==> src/qualifier_map.svh <==
// Constants for the trace state qualifier: widths, counts and reset values.
// Assumes inclusion by bare name from the qualifier package and modules.
`ifndef QUALIFIER_MAP_SVH
`define QUALIFIER_MAP_SVH
`define QUAL_STATE_W        32
`define QUAL_PATTERNS       8
`define QUAL_SET_PATTERNS   4
`define QUAL_RESET_SEL      6'h00
`define QUAL_RESET_MODE     2'h0
`define QUAL_RESET_VALUE    32'h0000_0000
`define QUAL_RESET_MASK     32'h0000_0000
`endif

==> src/qualifier_pkg.sv <==
// Types for the trace state qualifier.
// Assumes qualifier_map.svh is on the include path.
`include "qualifier_map.svh"
package qualifier_pkg;
  // Expression form chosen by software for one consumer
  typedef enum logic [1:0] {
    QUAL_NEVER   = 2'b00,
    QUAL_ALWAYS  = 2'b01,
    QUAL_SIMPLE  = 2'b10,
    QUAL_COMPLEX = 2'b11
  } qual_mode_t;

  typedef enum logic [1:0] {
    SIMPLE_EQ     = 2'b00,
    SIMPLE_NE     = 2'b01,
    SIMPLE_IN     = 2'b10,
    SIMPLE_OUT    = 2'b11
  } simple_op_t;

  // One pattern term: masked label compare, optional inversion
  typedef struct packed {
    logic [`QUAL_STATE_W-1:0] value;
    logic [`QUAL_STATE_W-1:0] mask;
    logic                     invert;
  } pattern_t;

  typedef struct packed {
    logic [`QUAL_STATE_W-1:0] low;
    logic [`QUAL_STATE_W-1:0] high;
    logic [`QUAL_STATE_W-1:0] mask;
  } range_t;

  // Per-consumer expression; set1 sel: four patterns, range, inverse range
  // Set2 sel: four further patterns, then arm
  typedef struct packed {
    qual_mode_t  mode;
    simple_op_t  simple_op;
    logic [5:0]  set1_sel;
    logic        set1_nor;
    logic [4:0]  set2_sel;
    logic        set2_nor;
    logic        inter_or;
  } expr_t;

  typedef struct packed {
    logic trigger;
    logic time_qual;
    logic branch_pri;
    logic branch_sec;
    logic prestore;
  } qual_out_t;
endpackage : qualifier_pkg

==> src/trace_state_qualifier.sv <==
// Trace state qualifier: evaluates captured states for all analyzer consumers.
// Assumes configuration is loaded by the analyzer controller between traces.
//
// Summary of operation
// RL1: One qualifier result per consumer feeds trigger, time, both branches and prestore.
// RL2: Simple form compares a masked label against a value for eq, ne, in range or out.
// RL3: Set one holds patterns one to four, the range result and its complement.
// RL4: Set two holds patterns five to eight and the arm condition.
// RL5: Patterns and the range bounds are loaded through their assign ports.
// RL6: The arm member follows the arm condition input, not a state compare.
// RL7: Each set combines its selected members by OR or NOR.
// RL8: A set uses one operator for all its members.
// RL9: The two set terms join by a final AND or OR.
// RL10: The final join is symmetric in its two terms.
// RL11: Software keeps to one term per set; extra chaining is rejected upstream.
// RL12: The complemented range member is true exactly when the range is false.
// RL13: Fixed always-true and always-false selections bypass all comparators.
// RL14: Results are registered on the sample clock in the cycle the state is stored.
`timescale 1ns/1ps
`include "qualifier_map.svh"
module trace_state_qualifier (
  // Clock and analyzer init
  input  wire logic                     clock_in,
  input  wire logic                     rst_in,
  // Captured state
  input  wire logic [`QUAL_STATE_W-1:0] state_in,
  input  wire logic                     state_valid_in,
  input  wire logic                     arm_in,
  // Resource loading
  input  wire logic                     pattern_load_in,
  input  wire logic [2:0]               pattern_index_in,
  input  wire qualifier_pkg::pattern_t  pattern_in,
  input  wire logic                     range_load_in,
  input  wire qualifier_pkg::range_t    range_in,
  // Expression loading, one per consumer
  input  wire logic                     expr_load_in,
  input  wire logic [2:0]               expr_index_in,
  input  wire qualifier_pkg::expr_t     expr_in,
  // Simple form operands, shared by all consumers
  input  wire logic [`QUAL_STATE_W-1:0] simple_mask_in,
  input  wire logic [`QUAL_STATE_W-1:0] simple_low_in,
  input  wire logic [`QUAL_STATE_W-1:0] simple_high_in,
  // Results
  output qualifier_pkg::qual_out_t      qual_out,
  output logic                          qual_valid_out
);
  localparam int NC = 5;

  qualifier_pkg::pattern_t pattern_r [`QUAL_PATTERNS];
  qualifier_pkg::range_t   range_r;
  qualifier_pkg::expr_t    expr_r [NC];
  logic [NC-1:0]           result_nxt;
  logic [NC-1:0]           result_r;
  logic                    valid_r;

  // Pattern comparators
  wire [`QUAL_PATTERNS-1:0] pat_hit;
  genvar g;
  generate
    for (g = 0; g < `QUAL_PATTERNS; g++) begin : g_pat
      wire eq = ((state_in ^ pattern_r[g].value) & pattern_r[g].mask) == '0;
      assign pat_hit[g] = eq ^ pattern_r[g].invert; // RL5
      always_ff @(posedge clock_in) begin
        if (rst_in) begin
          pattern_r[g] <= '{`QUAL_RESET_VALUE, `QUAL_RESET_MASK, 1'b0};
        end else if (pattern_load_in && pattern_index_in == 3'(g)) begin
          pattern_r[g] <= pattern_in; // RL5
        end
      end
    end
  endgenerate

  // Range comparator, unsigned inclusive
  wire [`QUAL_STATE_W-1:0] ranged = state_in & range_r.mask;
  wire range_hit = (ranged >= range_r.low) && (ranged <= range_r.high);
  wire range_miss = ~range_hit; // RL12

  // Simple form
  wire [`QUAL_STATE_W-1:0] s_lab = state_in & simple_mask_in;
  wire s_eq = s_lab == (simple_low_in & simple_mask_in);
  wire s_in = (s_lab >= simple_low_in) && (s_lab <= simple_high_in);

  wire [5:0] set1_members = {range_miss, range_hit, pat_hit[3:0]}; // RL3
  wire [4:0] set2_members = {arm_in, pat_hit[7:4]}; // RL4 RL6

  generate
    for (g = 0; g < NC; g++) begin : g_expr
      wire t1;
      wire t2;
      wire simple_res;
      wire complex_res;
      set_combiner #(.N(6)) u_set1 (
        .member_in (set1_members),
        .select_in (expr_r[g].set1_sel),
        .nor_in    (expr_r[g].set1_nor),
        .term_out  (t1)
      );
      set_combiner #(.N(5)) u_set2 (
        .member_in (set2_members),
        .select_in (expr_r[g].set2_sel),
        .nor_in    (expr_r[g].set2_nor),
        .term_out  (t2)
      );
      wire use1 = |expr_r[g].set1_sel;
      wire use2 = |expr_r[g].set2_sel;
      // Single set passes through; both sets use a commutative join
      assign complex_res = (use1 && use2) ? (expr_r[g].inter_or ? (t1 | t2) : (t1 & t2))
                         : use1 ? t1 : use2 ? t2 : 1'b0; // RL9 RL10
      assign simple_res = (expr_r[g].simple_op == qualifier_pkg::SIMPLE_EQ)  ? s_eq
                        : (expr_r[g].simple_op == qualifier_pkg::SIMPLE_NE)  ? ~s_eq
                        : (expr_r[g].simple_op == qualifier_pkg::SIMPLE_IN)  ? s_in
                        : ~s_in; // RL2
      always_comb begin
        unique case (expr_r[g].mode)
          qualifier_pkg::QUAL_NEVER:   result_nxt[g] = 1'b0; // RL13
          qualifier_pkg::QUAL_ALWAYS:  result_nxt[g] = 1'b1; // RL13
          qualifier_pkg::QUAL_SIMPLE:  result_nxt[g] = simple_res;
          qualifier_pkg::QUAL_COMPLEX: result_nxt[g] = complex_res;
        endcase
      end
      always_ff @(posedge clock_in) begin
        if (rst_in) begin
          expr_r[g] <= '{qualifier_pkg::QUAL_NEVER, qualifier_pkg::SIMPLE_EQ,
                         `QUAL_RESET_SEL, 1'b0, 5'h00, 1'b0, 1'b0};
        end else if (expr_load_in && expr_index_in == 3'(g)) begin
          expr_r[g] <= expr_in;
        end
      end
    end
  endgenerate

  always_ff @(posedge clock_in) begin
    if (rst_in) begin
      range_r <= '{`QUAL_RESET_VALUE, `QUAL_RESET_VALUE, `QUAL_RESET_MASK};
    end else if (range_load_in) begin
      range_r <= range_in; // RL5
    end
  end

  // Hold last result between states so consumers see a stable level
  always_ff @(posedge clock_in) begin
    if (rst_in) begin
      result_r <= '0;
      valid_r  <= 1'b0;
    end else begin
      valid_r <= state_valid_in; // RL14
      if (state_valid_in) begin
        result_r <= result_nxt; // RL14
      end
    end
  end

  assign qual_out = qualifier_pkg::qual_out_t'(result_r); // RL1
  assign qual_valid_out = valid_r;
endmodule : trace_state_qualifier

==> src/set_combiner.sv <==
// One resource set combiner: OR or NOR over selected members.
// Assumes members and selects are stable in the sampling cycle.
`timescale 1ns/1ps
module set_combiner #(
  parameter int N = 6
) (
  // Members
  input  wire logic [N-1:0] member_in,
  input  wire logic [N-1:0] select_in,
  input  wire logic         nor_in,
  // Result
  output logic              term_out
);
  wire any_hit = |(member_in & select_in);
  // One operator for all members; mixing is impossible by construction
  assign term_out = nor_in ? ~any_hit : any_hit; // RL7 RL8
endmodule : set_combiner

==> config.mk <==
export PLATFORM = sky130hd
export DESIGN_NAME = trace_state_qualifier
export DESIGN_NICKNAME = d
export VERILOG_FILES = /design/src/qualifier_pkg.sv /design/src/trace_state_qualifier.sv /design/src/set_combiner.sv
export VERILOG_INCLUDE_DIRS = /design/src
export SDC_FILE = /design/constraint.sdc
export NUM_CORES = 1
export LEC_CHECK = 0
export BUFFER_PORTS_ARGS = -buffer_cell sky130_fd_sc_hd__buf_2
export CAP_MARGIN = 30
export CORE_MARGIN = 2
export CORE_UTILIZATION = 65
export CTS_CLUSTER_DIAMETER = 50
export DETAILED_ROUTE_END_ITERATION = 7
export PLACE_DENSITY = 0.86
export SYNTH_ARGS = -nofsm -noshare
export SYNTH_HDL_FRONTEND = slang
export SYNTH_SLANG_ARGS = --single-unit
==> constraint.sdc <==
create_clock -name clock_in -period 9.15 [get_ports clock_in]
set_clock_uncertainty 0.2 [all_clocks]
set_input_delay 0.915 -clock clock_in [delete_from_list [all_inputs] [get_ports clock_in]]
set_output_delay 0.915 -clock clock_in [all_outputs]
set_load 0.03 [all_outputs]
# Word level (Yosys, flattened, before mapping)
# Memories as Yosys holds them, arrays and structs flattened.
# Index checks and enable logic that the tools add are counted.
# totals
register_bits	102
ram_bits	610
out_inout_bits	6
memories	2
# memory_table
name	words	width	rd	rd_ports_with_merged_regs	write_ports	line	text
pattern_r	8	65	8	0	8	trace_state_qualifier.sv:49	qualifier_pkg::pattern_t pattern_r [`QUAL_PATTERNS];
expr_r	5	18	5	0	5	trace_state_qualifier.sv:51	qualifier_pkg::expr_t expr_r [NC];
# classes
magnitude_cmp	4
eq_ne	37
n_mux	104
bitwise_logic	73
reduce_logical	60
# ops
op	count
$mux W65	8
$and A32 B32 Y32	11
$logic_not A32 Y1	8
$xor A32 B32 Y32	8
$mux W18	5
$mux W1	86
$ge A32 B32 Y1	2
$le A32 B32 Y1	2
$reduce_or A6 Y1	10
$reduce_or A5 Y1	10
$eq A32 B32 Y1	1
$and A6 B6 Y6	5
$eq A2 B2 Y1 const B	15
$and A5 B5 Y5	5
$eq A2 B1 Y1 const B	10
$logic_and A1 B1 Y1	20
$logic_not A2 Y1	10
$pmux W1 S4	5
$or A1 B1 Y1	18
$eq A3 B3 Y1 const B	5
$not A1 Y1	13
$eq A3 B2 Y1 const B	4
$xor A1 B1 Y1	8
$eq A3 B1 Y1 const B	2
other kinds (2)	7

# Depth between registers and ports, before layout
# depth
depth_word	12
ltp_mapped	13

# Cells and area by module
# A second synthesis with hierarchy kept.
# hier_totals
cells_unflattened	2825
hier_area_um2	34712.0
# modules_own_cells
mod	instances	cells_each	area_each_um2	seq_area_each_um2
trace_state_qualifier	1	2780	34355.4	20359.5
set_combiner (g_expr[0].u_set1 ...)	5	5	41.3	0.0
set_combiner (g_expr[0].u_set2 ...)	5	4	30.0	0.0

# Worst setup path after synthesis
# OpenSTA, ideal clock, no wires.
# synth_timing
kind	input-to-reg
from	input port pattern_index_in[1]
to	memory pattern_r[0][100] in the netlist's numbering, enable pin
setup_time_ns	0.501
arrival_ns	4.128
slack_ns	4.320
cell_stages	2
path_cell_list	nand2b_1 > o21bai_1
# synth_lines
item	line	text
from (decl)	trace_state_qualifier.sv:31	input wire logic [2:0] pattern_index_in,
to (decl)	trace_state_qualifier.sv:49	

# Worst setup path after layout
# layout_timing
from	input port state_in[20]
to	register result_r[0], in the netlist qual_out[0]
# layout_via
elab_chain_cells	12
word_cells_on_any_way	62
classes_between	4 x order compare; 1 x eq/ne; 10 x mux; 35 x bitwise; 12 x reduce/logical
# layout_lines
item	line	text
from (decl)	trace_state_qualifier.sv:26	input wire logic [`QUAL_STATE_W-1:0] state_in,
$and A32 B32 Y32 / $xor A32 B32 Y32 (equally long branches)	trace_state_qualifier.sv:74, trace_state_qualifier.sv:61	
$ge A32 B32 Y1 (tied with other cells)	trace_state_qualifier.sv:75	wire range_hit = (ranged >= range_r.low) && (ranged <= range_r.high);
$logic_and A1 B1 Y1 / $logic_not A32 Y1 (equally long branches)	trace_state_qualifier.sv:75, trace_state_qualifier.sv:61	
$not A1 Y1 / $xor A1 B1 Y1 (equally long branches)	trace_state_qualifier.sv:76, trace_state_qualifier.sv:62	
$and A6 B6 Y6 / $and A5 B5 Y5 (equally long branches)	set_combiner.sv:14	wire any_hit = |(member_in & select_in);
$reduce_or A6 Y1 / $reduce_or A5 Y1 (equally long branches)	set_combiner.sv:14	
$not A1 Y1	set_combiner.sv:16	assign term_out = nor_in ? ~any_hit : any_hit;
$mux W1	set_combiner.sv:16	
$and A1 B1 Y1 (tied with other cells)	trace_state_qualifier.sv:107	assign complex_res = (use1 && use2) ? (expr_r[g].inter_or ? (t1 | t2) : (t1 & t2))
$mux W1, on equally long branches	trace_state_qualifier.sv:107, trace_state_qualifier.sv:108	
$mux W1	trace_state_qualifier.sv:107	
$pmux W1 S4 (*)	trace_state_qualifier.sv:114	unique case (expr_r[g].mode)
to (signal assigned)	trace_state_qualifier.sv:148	result_r <= result_nxt;
to (decl)	trace_state_qualifier.sv:53	logic [NC-1:0] result_r;
# Every way passes the cells marked *; elsewhere a longest branch is shown, timed or not.
# A chain may end at the register's enable or synchronous reset.

==> results.yml <==
outcome:
  status: "finished, final reports clean"
hold_path:
  hold_path.class: "flop to flop"
clock_network:
  cts_made_buffers: 80
  postCtsSetupBuffers: 0
  cts.sinks: 712
  postCtsHoldBufs: 0
  clkTransAtPathRegs_ns: 0.06
  cts_max_level: 3
  cts_resized: 0
  cts_max_path_buffers: 3
  cts_tree: "built"
  clockRootBuffer: "clkbuf_16"
  clk_latency_ns: 0.64
sta:
  max_slew.worst_pin.slew_ns: 1.09
  tns_ns: 0
  min_period_ns: 4.49
  fin_crit_sh_pct: 49.1
  rsz0062_at_grt: "false"
  fmax_ghz: 0.222
  setup_viol: 0
  whs_ns: 0.292
  fin_ws_ns: 4.66
  slew_violations: 0
  final-hold-violation-count: 0
  relSlewSlack_pct: 27.2
logic_synthesis:
  yosys_warnings: 0
  yosys-top-cells-area: "edfxtp_1 52%, and2_1 12%, xor2_1 7.5%"
  netlist_top_cells_count: "676 x and2_1, 610 x edfxtp_1, 303 x xor2_1"
  yosysSeqAreaShare_pct: 57.8
  netlist_area_um2: 35200
  syn_inst: 2866
  syn_area_per_cell_um2: 12.3
  ys_async_sr_fraction_pct: 0
  synth_edf_count: 610
  synth-main-ff-cell: "edfxtp_1"
  synth_seq_cells: 712
  yosysTopAreaCell: "edfxtp_1"
  post-synth-top-count-cell: "and2_1"
  synth_nets: 3312
  synth_top_area_share_pct: 52.0
  synth.distinct_cells: 57
global_routing:
  grt_overflow: 0
  grt_pass1_wl_mm: 151
  grtUsageTotal_pct: 36.4
  grt_max_degree: 69
  grt_antenna_before_repair: 15
  grt_pass1_vias: 24500
route:
  drc: 0
  drt_first_iter_violations: 3016
  totalWireLength_mm: 102
  avgViaCountPerCell: 6.21
  firstDrtPassIters: 6
  ant_nets: 0
  wl_per_cell_um: 25.9
  num_vias: 24500
power_and_ir_drop:
  cellPowerDensity_nw_per_um2: 194
  ir_worst_vdd_mv: 0.160
  switching_share_pct: 25.6
  power_mw: 7.78
  switching_power_mw: 1.99
  p_clk_share_pct: 39.6
  seqPwrFrac_pct: 49.4
  power.leakage_nw: 16.4
  p_int_mw: 5.79
  p_comb_share_pct: 11.0
floorplanning:
  core_area_um2: 53700
  start_util_pct: 65.6
  chipWidth_um: 237
  rows: 85
  die_height_um: 237
  io_pins: 326
  dieArea_um2: 56100
finish:
  drive_gt1_share_pct: 15.2
  final_nets: 3622
  register_area_um2: 20400
  post-route-util_pct: 74.7
  syn_to_final_growth_pct: 13.8
  fin_area_um2: 40100
  finalNonFillerCells: 3943
  fillers: 3339
  multi_input_area_um2: 14000
critical_path:
  worstSetupStartpointType: "input pin"
  crit_type: "input pin to flop"
  crit_chain: "buf_2 -> and2_1 -> ha_1 -> and4_1 -> a21oi_1 -> a21boi_0 -> a2111oi_0 -> nand3b_1 -> a22oi_1 -> mux2i_1 -> xnor2_1 -> a221o_1 -> o211a_1"
  end_kind: "flop"
  path_max_fanout: 11
  cp_slowest_cell: "a22oi_1"
  cp_slowest_stage_delay_ns: 0.83
  cp.required_ns: 9.46
  cp.arrival_ns: 4.80
placed_design:
  portBuffers: 325
  place_congestion: 1.00
  place_ws_ns: 4.01
  placed_cell_area_um2: 37500
  dpl.cell_count: 3786
  dp_hpwl_mm: 72.3
run:
  maxCapViolCount: 0
==> power groups by stage <==
stage	clock (mW)	combinational, mW	sequential (mW)
floorplan	0	0.477	3.89
global placement	0	0.802	3.89
detailed placement	0	0.829	3.91
CTS	3.09	0.838	3.84
global route	3.21	0.913	3.86
finish	3.08	0.858	3.85
==> flip-flops by register name, indices dropped and copies added (netlist names) <==
signal,count
expr_r,90
qual_valid_out,1
range_r,96
pattern_r,520
qual_out,5
==> worst max-delay path: cells and delay by family <==
family                   cells  cell delay (ns)
AO/OA/AOI/OAI                6             2.24
AND/OR/NAND/NOR              3             0.60
buffers and inverters        1             0.34
adder cells (fa/ha/maj)      1             0.25
multiplexers                 1             0.23
XOR/XNOR                     1             0.19
==> path summary, 6_finish.rpt <==
check             slack, ns              start           to  depth (start not counted)
setup / recovery       4.66       state_in[20]  qual_out[0]                         13
hold / removal         0.29        range_r[14]  range_r[14]                          2
setup reg to reg       5.16  pattern_r[1][109]  qual_out[0]                         10
hold reg to reg        0.29        range_r[14]  range_r[14]                          2
==> metal layers <==
| metal | vias up | share of wire [%] | GRT usage (%) |
|---|---|---|---|
| met2 | 1434 | 48 | 60.2 |
| met3 | 284 | 10 | 7.83 |
| li1 | 10800 | - | - |
| met5 | - | 0.068 | 0 |
| met4 | 10 | 4.3 | 14.7 |
| met1 | 12000 | 37 | 47.2 |
==> cell type report <==
type | count | share of cell area, %
antenna | 11 | 0.0686
clock buffer | 95 | 5.15
clock inverter | 47 | 1.05
inverter | 129 | 1.21
multi-input combinational | 1902 | 34.9
sequential | 712 | 50.7
tap | 696 | 2.17
timing repair buffer | 351 | 4.75
==> layout by cell type, fill, tap and decap left out, types with 8 or more instances in the layout <==
cell type,instances
a21o_1,14
ha_1,126
a221o_1,12
edfxtp_1,610
inv_1,129
nor3_1,12
clkinv_1,16
nand2_1,54
clkbuf_16,80
dfxtp_1,102
nor4_1,14
a211o_1,8
nand4_1,67
xor2_1,303
buf_2,323
a22oi_1,150
diode_2,11
nand2b_1,27
and3_1,8
a21oi_1,30
o21ai_0,21
mux2i_1,116
and2_1,676
nor2_1,134
clkbuf_1,14
clkinv_2,12
buf_4,24
==> logic make-up after synthesis <==
group,count (synthesis),synth area share [%]
AOI/OAI and AO/OA,313,6.64
xor gates and xnor gates,309,7.68
adders and majority gates,126,4.47
buffers and inverters,252,2.99
DFF,712,57.8
muxes,116,3.29
and+or+nand+nor,1038,17.2
Note: power is estimated with default switching activity, not from simulation.
